[src/include/pmds_defs.svh]
// Constants of the page-mode data stretch block
`ifndef PMDS_DEFS_SVH
`define PMDS_DEFS_SVH

// Stretch machine cycle and group shaping
`define PMDS_STRETCH_CLKS 6'h04
`define PMDS_LARGE_OFFSET 4'h3
`define PMDS_SMALL_SETUP 6'h01
`define PMDS_SMALL_HOLD 6'h01
`define PMDS_LARGE_SETUP 6'h09
`define PMDS_LARGE_HOLD 6'h05
`define PMDS_LARGE_ALE 6'h04
`define PMDS_STRETCH_RST 3'h1

// Page cycle select codes
`define PMDS_PAGES_1CLK 2'h0
`define PMDS_PAGES_2CLK 2'h1
`define PMDS_PAGES_4CLK 2'h2
`define PMDS_PAGES_ALT 2'h3

// Basic cycle lengths in system clocks
`define PMDS_HIT_1 6'h01
`define PMDS_HIT_2 6'h02
`define PMDS_HIT_4 6'h04
`define PMDS_FOUR_ALE 6'h02
`define PMDS_STROBE_NARROW 6'h01
`define PMDS_STROBE_WIDE 6'h02

// Clock setting {multiplier, divide} and quarter-oscillator scale
`define PMDS_CLK_QUARTER 3'h4
`define PMDS_CLK_HALF 3'h0
`define PMDS_CD_SLOW 2'h3
`define PMDS_SCALE_QUARTER 13'h0001
`define PMDS_SCALE_HALF 13'h0002
`define PMDS_SCALE_DIV1 13'h0004
`define PMDS_SCALE_SLOW 13'h1000

// Longest unstretched access in system clocks
`define PMDS_ZERO_STRETCH_MAX 7'h08

`endif

[src/include/pmds_pkg.sv]
// Types shared by the page-mode data stretch block
package pmds_pkg;
  typedef logic [5:0] pmds_len_t;
  typedef enum logic [2:0] {
    PH_IDLE,
    PH_ALE,
    PH_SETUP,
    PH_STROBE,
    PH_HOLD,
    PH_TAIL
  } pmds_phase_e;
endpackage

[src/rtl/pmds_data_stretch.sv]
// Page-mode external data access sequencer with stretch control
// Functional notes
// - Each stretch cycle is four system clocks
// - Codes 0-3 give 0-3, 4-7 give 7-10
// - Code 0: no stretch, two basic cycles
// - Codes 1-3 add that many stretch cycles
// - First stretch: one clock setup, one hold
// - Codes 4-7: two cycles setup, one hold
// - Large group page miss widens address latch strobe
// - Page hit cycle shorter than page miss in 2- and 4-clock page modes
// - Alternate page bus matches nonpage data timing
// - Narrow pages strobe 1,3,7..27 clocks
// - Wide pages strobe 2,4,8..28 clocks
// - Oscillator width scales with clock setting
// - Page mode only while page enable set
// - Stretch select resets to one
`include "pmds_defs.svh"
module pmds_data_stretch import pmds_pkg::*; #(
  parameter int LEN_W = 6
) (
  // Clock, reset, enable
  input wire logic clk_sys,
  input wire logic reset,
  input wire logic ce,
  // Configuration
  input wire logic stretch_wr,
  input wire logic [2:0] stretch_wdata,
  input wire logic page_bus_enable,
  input wire logic [1:0] page_cycle_select,
  input wire logic [1:0] clock_divide_select,
  input wire logic clock_multiplier_select,
  // Access request
  input wire logic access_req,
  input wire logic access_write,
  input wire logic page_hit,
  // Status
  output logic [2:0] stretch_select,
  output logic [3:0] stretch_cycles,
  output logic [16:0] strobe_width_qosc,
  output logic busy,
  output logic access_done,
  // External bus strobes
  output logic ale,
  output logic rd_n,
  output logic wr_n
);
  if (LEN_W != 6) begin : g_chk
    $error("pmds_data_stretch: LEN_W must match pmds_len_t");
  end

  ////////////////////////////////////////////////////////////////////////////
  // Registers

  pmds_phase_e state_ff;
  pmds_phase_e nxt_state;
  pmds_phase_e first_ph;
  pmds_phase_e follow_ph;
  logic [2:0] stretch_sel_ff;
  logic [2:0] nxt_stretch_sel;
  logic write_ff;
  logic nxt_write;
  logic ale_ff;
  logic rd_n_ff;
  logic wr_n_ff;
  logic done_ff;
  logic [3:0] cycles_ff;
  logic [16:0] qosc_ff;
  pmds_len_t ale_len_ff;
  pmds_len_t setup_len_ff;
  pmds_len_t strobe_len_ff;
  pmds_len_t hold_len_ff;
  pmds_len_t tail_len_ff;

  ////////////////////////////////////////////////////////////////////////////
  // Decode

  logic idle;
  logic take;
  logic adv;
  logic cnt_last;
  logic cnt_load;
  logic miss_eff;
  logic [12:0] qosc_scale;
  logic [2:0] clk_set;
  logic [3:0] live_cycles;
  logic [6:0] live_hit_total;
  logic [6:0] live_miss_total;
  pmds_len_t live_ale;
  pmds_len_t live_setup;
  pmds_len_t live_strobe;
  pmds_len_t live_hold;
  pmds_len_t live_tail;
  pmds_len_t sel_ale;
  pmds_len_t sel_setup;
  pmds_len_t sel_strobe;
  pmds_len_t sel_hold;
  pmds_len_t sel_tail;
  pmds_len_t load_len;

  assign idle = (state_ff == PH_IDLE);
  assign take = idle && access_req;
  assign adv = !idle && cnt_last;
  assign nxt_stretch_sel = stretch_wr ? stretch_wdata : stretch_sel_ff;
  // One-clock page mode and the fixed four-clock buses always re-latch the address
  assign miss_eff = !page_hit || !page_bus_enable ||
                    (page_cycle_select == `PMDS_PAGES_ALT) ||
                    (page_cycle_select == `PMDS_PAGES_1CLK);
  assign nxt_write = idle ? access_write : write_ff;

  pmds_timing u_timing (
    .stretch_code(stretch_sel_ff),
    .page_cycle_select(page_cycle_select),
    .page_bus_enable(page_bus_enable),
    .miss(miss_eff),
    .stretch_cycles(live_cycles),
    .ale_len(live_ale),
    .setup_len(live_setup),
    .strobe_len(live_strobe),
    .hold_len(live_hold),
    .tail_len(live_tail),
    .hit_total(live_hit_total),
    .miss_total(live_miss_total)
  );

  // Lengths are frozen for the whole access, so a mid-access write is safe
  assign sel_ale = idle ? live_ale : ale_len_ff;
  assign sel_setup = idle ? live_setup : setup_len_ff;
  assign sel_strobe = idle ? live_strobe : strobe_len_ff;
  assign sel_hold = idle ? live_hold : hold_len_ff;
  assign sel_tail = idle ? live_tail : tail_len_ff;

  assign first_ph = (sel_ale != 6'h00) ? PH_ALE :
                    (sel_setup != 6'h00) ? PH_SETUP : PH_STROBE;

  always_comb begin
    case (state_ff)
      PH_ALE: follow_ph = (sel_setup != 6'h00) ? PH_SETUP : PH_STROBE;
      PH_SETUP: follow_ph = PH_STROBE;
      PH_STROBE: follow_ph = (sel_hold != 6'h00) ? PH_HOLD :
                             (sel_tail != 6'h00) ? PH_TAIL : PH_IDLE;
      PH_HOLD: follow_ph = (sel_tail != 6'h00) ? PH_TAIL : PH_IDLE;
      default: follow_ph = PH_IDLE;
    endcase
  end

  assign nxt_state = idle ? (access_req ? first_ph : PH_IDLE) : (adv ? follow_ph : state_ff);
  assign cnt_load = take || adv;

  always_comb begin
    case (nxt_state)
      PH_ALE: load_len = sel_ale;
      PH_SETUP: load_len = sel_setup;
      PH_STROBE: load_len = sel_strobe;
      PH_HOLD: load_len = sel_hold;
      PH_TAIL: load_len = sel_tail;
      default: load_len = 6'h00;
    endcase
  end

  pmds_phase_cnt #(
    .LEN_W(LEN_W)
  ) u_cnt (
    .clk_sys(clk_sys),
    .reset(reset),
    .ce(ce),
    .load(cnt_load),
    .load_val(load_len),
    .last(cnt_last)
  );

  // Quarter oscillator clocks per system clock
  assign clk_set = {clock_multiplier_select, clock_divide_select};
  assign qosc_scale = (clock_divide_select == `PMDS_CD_SLOW) ? `PMDS_SCALE_SLOW :
                      (clk_set == `PMDS_CLK_QUARTER) ? `PMDS_SCALE_QUARTER :
                      (clk_set == `PMDS_CLK_HALF) ? `PMDS_SCALE_HALF : `PMDS_SCALE_DIV1;

  ////////////////////////////////////////////////////////////////////////////
  // State

  always_ff @(posedge clk_sys) begin
    if (reset) begin
      state_ff <= PH_IDLE;
      stretch_sel_ff <= `PMDS_STRETCH_RST;
      write_ff <= 1'b0;
      done_ff <= 1'b0;
    end else if (ce) begin
      state_ff <= nxt_state;
      stretch_sel_ff <= nxt_stretch_sel;
      write_ff <= nxt_write;
      done_ff <= adv && (follow_ph == PH_IDLE);
    end
  end

  always_ff @(posedge clk_sys) begin
    if (reset) begin
      ale_len_ff <= 6'h00;
      setup_len_ff <= 6'h00;
      strobe_len_ff <= 6'h00;
      hold_len_ff <= 6'h00;
      tail_len_ff <= 6'h00;
    end else if (ce && take) begin
      ale_len_ff <= live_ale;
      setup_len_ff <= live_setup;
      strobe_len_ff <= live_strobe;
      hold_len_ff <= live_hold;
      tail_len_ff <= live_tail;
    end
  end

  always_ff @(posedge clk_sys) begin
    if (reset) begin
      cycles_ff <= 4'h1;
      qosc_ff <= 17'h0_0000;
    end else if (ce) begin
      cycles_ff <= live_cycles;
      qosc_ff <= 17'(live_strobe) * 17'(qosc_scale);
    end
  end

  // Strobes only in the strobe phase, never in setup or hold
  always_ff @(posedge clk_sys) begin
    if (reset) begin
      ale_ff <= 1'b0;
      rd_n_ff <= 1'b1;
      wr_n_ff <= 1'b1;
    end else if (ce) begin
      ale_ff <= (nxt_state == PH_ALE);
      rd_n_ff <= !((nxt_state == PH_STROBE) && !nxt_write);
      wr_n_ff <= !((nxt_state == PH_STROBE) && nxt_write);
    end
  end

  assign stretch_select = stretch_sel_ff;
  assign stretch_cycles = cycles_ff;
  assign strobe_width_qosc = qosc_ff;
  assign busy = !idle;
  assign access_done = done_ff;
  assign ale = ale_ff;
  assign rd_n = rd_n_ff;
  assign wr_n = wr_n_ff;

  ////////////////////////////////////////////////////////////////////////////
  // Checks

  logic strobe_on;
  logic [5:0] chk_strobe_cnt_ff;
  logic [6:0] chk_acc_cnt_ff;
  logic [2:0] chk_code_ff;
  logic chk_wide_ff;
  logic chk_miss_ff;
  logic chk_large_ff;
  logic [5:0] chk_exp_w;
  logic [5:0] chk_add_w;

  assign strobe_on = !rd_n_ff || !wr_n_ff;
  // Independent table form: 4*code-2 extra clocks once stretched
  assign chk_add_w = (chk_code_ff == 3'h0) ? 6'h00 : 6'({chk_code_ff, 2'b00} - 5'h02);
  assign chk_exp_w = (chk_wide_ff ? 6'h02 : 6'h01) + chk_add_w;

  always_ff @(posedge clk_sys) begin
    if (reset) begin
      chk_strobe_cnt_ff <= 6'h00;
      chk_acc_cnt_ff <= 7'h00;
      chk_code_ff <= 3'h0;
      chk_wide_ff <= 1'b0;
      chk_miss_ff <= 1'b0;
      chk_large_ff <= 1'b0;
    end else if (ce) begin
      if (take) begin
        chk_strobe_cnt_ff <= 6'h00;
        chk_acc_cnt_ff <= 7'h01;
        chk_code_ff <= stretch_sel_ff;
        chk_wide_ff <= !page_bus_enable || page_cycle_select[1];
        chk_miss_ff <= miss_eff;
        chk_large_ff <= stretch_sel_ff[2];
      end else begin
        if (strobe_on) begin
          chk_strobe_cnt_ff <= chk_strobe_cnt_ff + 6'h01;
        end
        if (!idle) begin
          chk_acc_cnt_ff <= chk_acc_cnt_ff + 7'h01;
        end
      end
    end
  end

  a_reset_stretch_one: assert property (@(posedge clk_sys) reset |=> stretch_sel_ff == 3'h1)
    else $error("stretch select not one after reset");

  a_stretch_code_map: assert property (@(posedge clk_sys) disable iff (reset)
    live_cycles == (stretch_sel_ff[2] ? {1'b0, stretch_sel_ff} + 4'h3 : {1'b0, stretch_sel_ff}))
    else $error("stretch cycle mapping wrong");

  a_strobe_width_exact: assert property (@(posedge clk_sys) disable iff (reset)
    $fell(strobe_on) |-> chk_strobe_cnt_ff == chk_exp_w)
    else $error("strobe width does not match stretch code");

  a_strobe_outside_margins: assert property (@(posedge clk_sys) disable iff (reset)
    (state_ff == PH_SETUP || state_ff == PH_HOLD || state_ff == PH_ALE) |-> rd_n_ff && wr_n_ff)
    else $error("strobe active in setup, hold or latch phase");

  a_ale_large_miss: assert property (@(posedge clk_sys) disable iff (reset)
    (ce && take && miss_eff && stretch_sel_ff[2] && page_bus_enable &&
     page_cycle_select == `PMDS_PAGES_4CLK) |=> ale_ff [*8] ##1 !ale_ff)
    else $error("latch strobe not widened by a stretch cycle");

  a_hit_shorter_miss: assert property (@(posedge clk_sys) disable iff (reset)
    live_hit_total < live_miss_total)
    else $error("page hit cycle not shorter than miss");

  a_large_setup_hold: assert property (@(posedge clk_sys) disable iff (reset)
    stretch_sel_ff[2] |-> (live_setup == 6'h09 && live_hold == 6'h05))
    else $error("large stretch setup or hold wrong");

  a_nonpage_always_ale: assert property (@(posedge clk_sys) disable iff (reset)
    (ce && take && (!page_bus_enable || page_cycle_select == `PMDS_PAGES_ALT)) |=> ale_ff ##1 ale_ff)
    else $error("fixed four-clock bus access without address latch");

  a_zero_stretch_short: assert property (@(posedge clk_sys) disable iff (reset)
    (adv && follow_ph == PH_IDLE && chk_code_ff == 3'h0) |-> chk_acc_cnt_ff <= `PMDS_ZERO_STRETCH_MAX)
    else $error("unstretched access exceeds two basic cycles");

  a_qosc_slow_scale: assert property (@(posedge clk_sys) disable iff (reset)
    (ce && clock_divide_select == `PMDS_CD_SLOW) |=> qosc_ff == 17'($past(live_strobe)) * 17'h0_1000)
    else $error("oscillator width not scaled by 1024 oscillator clocks");

  a_done_after_strobe: assert property (@(posedge clk_sys) disable iff (reset)
    $fell(strobe_on) |-> ##[0:12] done_ff)
    else $error("access did not finish after strobe");

  a_miss_large_extra: assert property (@(posedge clk_sys) disable iff (reset)
    $fell(ale_ff) && chk_large_ff && chk_miss_ff |-> $past(ale_len_ff) >= 6'h05)
    else $error("latch strobe length too short on large miss");
endmodule

[src/rtl/pmds_phase_cnt.sv]
// Phase length down counter for the data stretch sequencer
`include "pmds_defs.svh"
module pmds_phase_cnt import pmds_pkg::*; #(
  parameter int LEN_W = 6
) (
  // Clock and control
  input wire logic clk_sys,
  input wire logic reset,
  input wire logic ce,
  // Load and status
  input wire logic load,
  input wire logic [LEN_W-1:0] load_val,
  output logic last
);
  logic [LEN_W-1:0] cnt_ff;

  if (LEN_W < 6) begin : g_chk
    $error("pmds_phase_cnt: LEN_W too small for 28-clock strobe");
  end

  assign last = (cnt_ff == LEN_W'(1));

  always_ff @(posedge clk_sys) begin
    if (reset) begin
      cnt_ff <= '0;
    end else if (ce) begin
      if (load) begin
        cnt_ff <= load_val;
      end else if (cnt_ff != '0) begin
        cnt_ff <= cnt_ff - LEN_W'(1);
      end
    end
  end
endmodule

[src/rtl/pmds_timing.sv]
// Phase lengths of one external data access for a stretch and page setting
`include "pmds_defs.svh"
module pmds_timing import pmds_pkg::*; (
  // Settings
  input wire logic [2:0] stretch_code,
  input wire logic [1:0] page_cycle_select,
  input wire logic page_bus_enable,
  input wire logic miss,
  // Stretch cycle count and lengths in system clocks
  output logic [3:0] stretch_cycles,
  output pmds_len_t ale_len,
  output pmds_len_t setup_len,
  output pmds_len_t strobe_len,
  output pmds_len_t hold_len,
  output pmds_len_t tail_len,
  output logic [6:0] hit_total,
  output logic [6:0] miss_total
);
  logic large_grp;
  logic small_grp;
  logic four_mode;
  pmds_len_t hit_len;
  pmds_len_t strobe_base;
  pmds_len_t ale_base;
  pmds_len_t ale_extra;
  pmds_len_t stretch_clks;

  // Charge strength keywords cannot name these group flags
  assign large_grp = stretch_code[2];
  assign small_grp = !stretch_code[2] && (stretch_code != 3'h0);
  // Codes 4..7 jump to 7..10 cycles
  assign stretch_cycles = {1'b0, stretch_code} + (large_grp ? `PMDS_LARGE_OFFSET : 4'h0);
  assign stretch_clks = 6'(stretch_cycles * `PMDS_STRETCH_CLKS);
  // Nonpage and alternate bus both use the fixed four-clock data cycle
  assign four_mode = !page_bus_enable || (page_cycle_select == `PMDS_PAGES_ALT);
  assign hit_len = four_mode ? `PMDS_HIT_4 :
                   (page_cycle_select == `PMDS_PAGES_1CLK) ? `PMDS_HIT_1 :
                   (page_cycle_select == `PMDS_PAGES_2CLK) ? `PMDS_HIT_2 : `PMDS_HIT_4;
  assign strobe_base = (four_mode || page_cycle_select == `PMDS_PAGES_4CLK) ?
                       `PMDS_STROBE_WIDE : `PMDS_STROBE_NARROW;
  assign ale_base = four_mode ? `PMDS_FOUR_ALE : hit_len;
  assign ale_extra = large_grp ? `PMDS_LARGE_ALE : 6'h00;
  // First stretch gives one clock setup/float and one clock hold
  assign setup_len = large_grp ? `PMDS_LARGE_SETUP : small_grp ? `PMDS_SMALL_SETUP : 6'h00;
  assign hold_len = large_grp ? `PMDS_LARGE_HOLD : small_grp ? `PMDS_SMALL_HOLD : 6'h00;
  assign strobe_len = strobe_base + stretch_clks - setup_len - hold_len;
  assign tail_len = four_mode ? 6'h00 : hit_len - strobe_base;
  assign ale_len = miss ? (ale_base + ale_extra) : 6'h00;
  assign hit_total = 7'(setup_len + strobe_len + hold_len + tail_len);
  assign miss_total = 7'(hit_total + ale_base + ale_extra);
endmodule

[config.mk]
export PLATFORM = sky130hd
export DESIGN_NAME = pmds_data_stretch
export DESIGN_NICKNAME = d
export VERILOG_FILES = /design/src/include/pmds_pkg.sv /design/src/rtl/pmds_data_stretch.sv /design/src/rtl/pmds_phase_cnt.sv /design/src/rtl/pmds_timing.sv
export VERILOG_INCLUDE_DIRS = /design/src /design/src/include
export SDC_FILE = /design/constraint.sdc
export NUM_CORES = 1
export LEC_CHECK = 0
export BUFFER_PORTS_ARGS = -buffer_cell sky130_fd_sc_hd__buf_2
export CAP_MARGIN = 5
export CORE_MARGIN = 2
export CORE_UTILIZATION = 25
export DETAILED_ROUTE_END_ITERATION = 16
export GPL_ROUTABILITY_DRIVEN = 0
export SLEW_MARGIN = 30
export SYNTH_ARGS = -nofsm -noshare
export SYNTH_HDL_FRONTEND = slang
export SYNTH_HIERARCHICAL = 1
export SYNTH_SLANG_ARGS = --single-unit
[constraint.sdc]
create_clock -name clk_sys -period 5.2 [get_ports clk_sys]
set_clock_uncertainty 0.1 [all_clocks]
set_input_delay 0.78 -clock clk_sys [delete_from_list [all_inputs] [get_ports clk_sys]]
set_output_delay 0.78 -clock clk_sys [all_outputs]
set_load 0.01 [all_outputs]
==> results.py, run 1 <==
metrics = {
    "timing": {
        "fin_ws_ns": 0.254,
        "hold_viol": 0,
        "finalCriticalPeriod_ns": 4.95,
        "max_freq_mhz": 202,
        "worstMarginPinSlew_ns": 0.671,
        "maxSlewViolCount": 0,
        "fin_crit_sh_pct": 95.1,
        "relSlewSlack_pct": 55.2,
        "finalSetupViolations": 0,
    },
    "clock_tree": {
        "htree_levels": 3,
        "clk_pin_slew_ns": 0.06,
        "clockBufferDepth": 2,
        "cts_buffers": 9,
        "clkSinkCount": 66,
        "clkLatencyLatePin_ns": 0.34,
        "tritoncts": "yes",
        "root_buffer": "clkbuf_16",
        "hold_buffers": 0,
    },
    "grt": {
        "grt_overflow": 0,
        "grt_pass1_wl_um": 19200,
        "grt_use_total_pct": 12.0,
        "grt_max_degree": 62,
        "grt_pass1_vias": 3669,
        "grt_antenna_before_repair": 0,
    },
    "final_layout": {
        "final_util_pct": 29.1,
        "multiInputGateArea_mm2": 0.00308,
        "nNetsFinal": 683,
        "fill_cells": 2015,
        "design_area_mm2": 0.00543,
        "drive_above_1_share_pct": 16.8,
        "register_area_mm2": 0.00132,
        "final_cell_mix": "nand2_1, dfxtp_1, a21oi_1",
        "syn_to_final_growth_pct": 14.8,
        "mostFrequentLayoutCell": "nand2_1",
        "n_antenna_cell": 0,
    },
    "floorplan": {
        "die_area_mm2": 0.0200,
        "start_util_pct": 25.4,
        "die-width_um": 142,
        "coreArea_mm2": 0.0186,
        "die_y_um": 142,
        "io_pins": 45,
        "rows": 50,
    },
    "routing": {
        "drt-initial-drc-count": 208,
        "vias": 4027,
        "avgRoutedWirePerCell_um": 13.7,
        "postRouteWirelength_um": 11800,
        "ant_nets": 0,
        "drt-pass1-iter-count": 4,
        "viasPerCell": 4.66,
        "drc": 0,
    },
    "worst_setup_path": {
        "arrival_ns": 5.10,
        "endpoint_kind": "flip-flop",
        "cp_data_required_time_ns": 5.35,
        "start_kind": "flip-flop",
        "slowest_stage": "or4b_2",
        "path_cells": "ha_2, inv_1, fa_1, ha_1, inv_2, ha_4, a21oi_4, xnor2_2, and2_1, ha_1, ha_1, inv_1, fa_1, inv_1, ha_1, a21o_1, a21oi_2, o21bai_1, a21oi_2, or4b_2, o311ai_1",
        "critical_path_class": "reg2reg",
        "crit_path_frequent_cell": "ha_1",
        "critPathMaxFanout": 5,
        "reg2regPathDepth": 21,
        "max_stage_delay_ns": 0.60,
    },
    "power_and_ir_drop": {
        "vdd_drop_max_mv": 0.168,
        "totalPowerFinal_mw": 1.79,
        "power_per_cell_area_mw_per_mm2": 331,
        "leakagePower_nw": 2.37,
    },
    "placement": {
        "place_hpwl_um": 8470,
        "port_buffers": 42,
        "dp_slack_ns": 0.0899,
        "placed_cell_area_mm2": 0.00506,
    },
    "job": {
        "timing.max_cap.violations": 0,
    },
    "status": {
        "status": "finished, final reports clean",
    },
    "logic_synthesis": {
        "synth_area_mm2": 0.00473,
        "syn_area_per_cell_um2": 7.87,
        "syn_inst": 601,
        "yosys_warnings": 6,
    },
    "hold_path": {
        "hold_depth": 2,
        "hp-class": "reg2reg",
    },
}
## area by class of cell
cell class / instances / share of cell area (%)
sequential: 66 / 24.4
inverter: 31 / 2.14
clock buffer: 9 / 4.15
multi-input combinational: 461 / 56.8
tap: 234 / 5.39
clock inverter: 7 / 1.38
timing repair buffer: 56 / 5.81
## worst max-delay path, delay by kind of cell, from the launching register on
family	cells	cell delay [ns]
AOI/OAI and AO/OA	6	0.71
xor gates and xnor gates	1	0.16
adders and majority gates	8	2.49
buffers and inverters	4	0.25
DFF	1	0.36
and+or+nand+nor	2	0.77
## through the flow
stage | setup TNS [ns] | hold slack [ns] | cells
after floorplan | 0 | 0.332 | 611
after global placement | 0 | 0.338 | 845
after detailed placement | 0 | 0.343 | 845
after CTS | 0 | 0.351 | 861
after global routing | -0.0216 | 0.365 | 864
final | 0 | 0.349 | 864
## path summary, 6_finish.rpt
kind	from	endpoint	slack, ns
min	ale_len_ff[3]	ale_len_ff[3]	0.35
min reg2reg	ale_len_ff[3]	ale_len_ff[3]	0.35
max reg2reg	stretch_select[2]	strobe_width_qosc[8]	0.25
max	stretch_select[2]	strobe_width_qosc[8]	0.25
## per-layer routing
| metal | global-route usage, % | vias to the layer above | share of wire (%) |
|---|---|---|---|
| met1 | 16.6 | 1862 | 48 |
| met2 | 18.8 | 73 | 46 |
| met4 | 3.00 | 0 | 0.94 |
| met5 | 0 | - | 0 |
| met3 | 2.94 | 10 | 4.7 |
| li1 | - | 2082 | - |
## registers in the layout, indices dropped and copies added, names as in the netlist, 4 cells and up
| name | cells |
|---|---|
| u_cnt/cnt_ff | 6 |
| strobe_width_qosc | 15 |
| stretch_cycles | 4 |
| strobe_len_ff | 6 |
| tail_len_ff | 6 |
| hold_len_ff | 6 |
| ale_len_ff | 6 |
| setup_len_ff | 6 |
## report_power, final
| group | leakage [nW] | switching (mW) | internal [mW] |
|---|---|---|---|
| Sequential | 0.537 | 0.0438 | 0.545 |
| Combinational | 1.68 | 0.343 | 0.236 |
| Clock | 0.150 | 0.252 | 0.374 |
| Total | 2.37 | 0.639 | 1.16 |
## what timing repair did
action,in CTS,in global routing
setup buffers,0,3
endpoints found under the setup margin,0,3
resized for setup,0,10
No activity file was read; power rests on OpenSTA's default activity.
==> inputs of run 2 (changes only) <==
--- a/config.mk
+++ b/config.mk
@@ -10,6 +10,7 @@
 export CAP_MARGIN = 5
 export CORE_MARGIN = 2
 export CORE_UTILIZATION = 25
+export CTS_CLUSTER_DIAMETER = 80
 export DETAILED_ROUTE_END_ITERATION = 16
 export GPL_ROUTABILITY_DRIVEN = 0
 export SLEW_MARGIN = 30
==> constraint.sdc (replaced) <==
create_clock -name clk_sys -period 5.64 [get_ports clk_sys]
set_clock_uncertainty 0.1 [all_clocks]
set_input_delay 0.846 -clock clk_sys [delete_from_list [all_inputs] [get_ports clk_sys]]
set_output_delay 0.846 -clock clk_sys [all_outputs]
set_load 0.01 [all_outputs]
==> run 2 against run 1 <==
Effect of this change: hold slack improved by 0.00061 ns; die area stayed put; global-route usage about the same; sequential share of layout area increased by 0.26 points; largest power group unchanged; critical path depth did not move; flip-flop and latch count unchanged; sequential power is 8.0% lower; utilization down 0.34 points; setup slack gained 0.15 ns; first-iteration DRC count increased by 1.9%; power decreased by 7.3%.
==> results.py, run 2 (synthesis results as in run 1) <==
metrics = {
    "clock_tree": {
        "cts_resized": 0,
        "clkLatencyLatePin_ns": 0.34,
        "post_cts_buffers": 0,
        "clockBufferDepth": 2,
        "root_buffer": "clkbuf_16",
        "hold_buffers": 0,
        "clkSinkCount": 66,
        "tritoncts": "yes",
        "cts_buffers": 9,
        "clk_pin_slew_ns": 0.06,
        "htree_levels": 3,
    },
    "floorplan": {
        "die_y_um": 142,
        "coreArea_mm2": 0.0186,
        "die_area_mm2": 0.0200,
        "io_pins": 45,
        "rows": 50,
        "die-width_um": 142,
        "start_util_pct": 25.4,
    },
    "power_and_ir_drop": {
        "power_per_cell_area_mw_per_mm2": 310,
        "vdd_drop_max_mv": 0.174,
        "leakagePower_nw": 2.34,
    },
    "timing": {
        "finalSetupViolations": 0,
        "max_freq_mhz": 191,
        "tns_ns": 0,
        "finalCriticalPeriod_ns": 5.23,
        "maxSlewViolCount": 0,
        "relSlewSlack_pct": 48.1,
        "worstMarginPinSlew_ns": 0.779,
        "fin_crit_sh_pct": 92.8,
        "hold_viol": 0,
        "rsz0062_at_grt": "false",
    },
    "placement": {
        "port_buffers": 42,
        "place_hpwl_um": 8250,
    },
    "final_layout": {
        "largest_reg_flops": 15,
        "final_util_pct": 28.8,
        "nNetsFinal": 677,
        "n_antenna_cell": 0,
        "mostFrequentLayoutCell": "nand2_1",
        "final_cell_mix": "nand2_1, dfxtp_1, a21oi_1",
        "syn_to_final_growth_pct": 13.5,
        "fill_cells": 2028,
        "drive_above_1_share_pct": 14.7,
    },
    "grt": {
        "grt_antenna_before_repair": 0,
        "grt_max_degree": 73,
        "grt_overflow": 0,
        "grt_pass1_wl_um": 19200,
        "grt_pass1_vias": 3764,
        "grt_use_total_pct": 12.0,
    },
    "routing": {
        "avgRoutedWirePerCell_um": 13.4,
        "drc": 0,
        "postRouteWirelength_um": 11500,
        "drt-pass1-iter-count": 4,
        "ant_nets": 0,
        "vias": 4011,
        "viasPerCell": 4.67,
        "drt-initial-drc-count": 212,
    },
    "status": {
        "status": "finished, final reports clean",
    },
    "job": {
        "timing.max_cap.violations": 0,
    },
    "hold_path": {
        "hp-class": "reg2reg",
    },
    "worst_setup_path": {
        "endpoint_kind": "flip-flop",
        "arrival_ns": 5.37,
        "critPathMaxFanout": 8,
        "critical_path_class": "reg2reg",
        "start_kind": "flip-flop",
        "cp_data_required_time_ns": 5.78,
    },
}
==> run 2: cell types whose count changed in the layout (fill, tap and decap cells not counted), sizes merged <==
cell,delta
buf,-6
bufinv,+1
clkinv,-1
==> run 2: critical path: stages (launching register included) <==
cell	delay, ns
dfxtp_1	0.46
ha_1	0.22
inv_1	0.06
fa_1	0.47
ha_1	0.29
inv_1	0.04
ha_1	0.30
a21oi_1	0.08
xnor2_1	0.34
and2_1	0.19
ha_1	0.24
ha_1	0.29
inv_1	0.06
fa_1	0.52
inv_1	0.06
ha_1	0.28
a21o_1	0.10
a21oi_1	0.09
o21bai_1	0.13
a21oi_1	0.09
or4b_2	0.60
o311ai_0	0.11
==> run 2: final cells by class <==
type	count	area [um^2]	area share (%)
Sequential cell	66	1320	24.6
Clock buffer	9	225	4.20
Multi-Input combinational cell	461	3040	56.6
Inverter	31	116	2.17
Timing Repair Buffer	50	270	5.04
Clock inverter	7	100	1.87
Tap cell	234	293	5.46
==> run 2: where the power goes <==
part           total, mW  switching [mW]  leakage (nW)  internal (mW)
combinational      0.504           0.304          1.64          0.200
clock              0.618           0.228         0.160          0.391
sequential         0.542          0.0392         0.537          0.502
==> run 2: layer usage <==
layer / vias to the layer above / track usage, % / part of all wire, %
met5: - / 0 / 0
met4: 0 / 3.21 / 0.99
met3: 10 / 2.83 / 4.1
met2: 77 / 18.9 / 45
met1: 1849 / 16.4 / 50
li1: 2075 / - / -
==> run 2: path summary, 6_finish.rpt <==
path | slack, ns | endpoint | start | depth (start not counted)
worst max-delay path | 0.41 | strobe_width_qosc[8] | stretch_select[2] | 21
worst min-delay path | 0.35 | ale_len_ff[3] | ale_len_ff[3] | 2
worst max register to register | 0.41 | strobe_width_qosc[8] | stretch_select[2] | 21
worst min register to register | 0.35 | ale_len_ff[3] | ale_len_ff[3] | 2
==> run 2: per-stage QoR <==
stage / power (mW) / instance area, um^2 / cells / setup slack [ns] / hold WS [ns]
after floorplan: 0.946 / 4760 / 611 / 0.534 / 0.332
after global placement: 1.05 / 5040 / 842 / 0.556 / 0.339
after detailed placement: 1.05 / 5040 / 842 / 0.442 / 0.344
after CTS: 1.68 / 5360 / 858 / 0.354 / 0.352
after global routing: 1.77 / 5370 / 858 / 0.0198 / 0.369
final: 1.66 / 5370 / 858 / 0.407 / 0.349
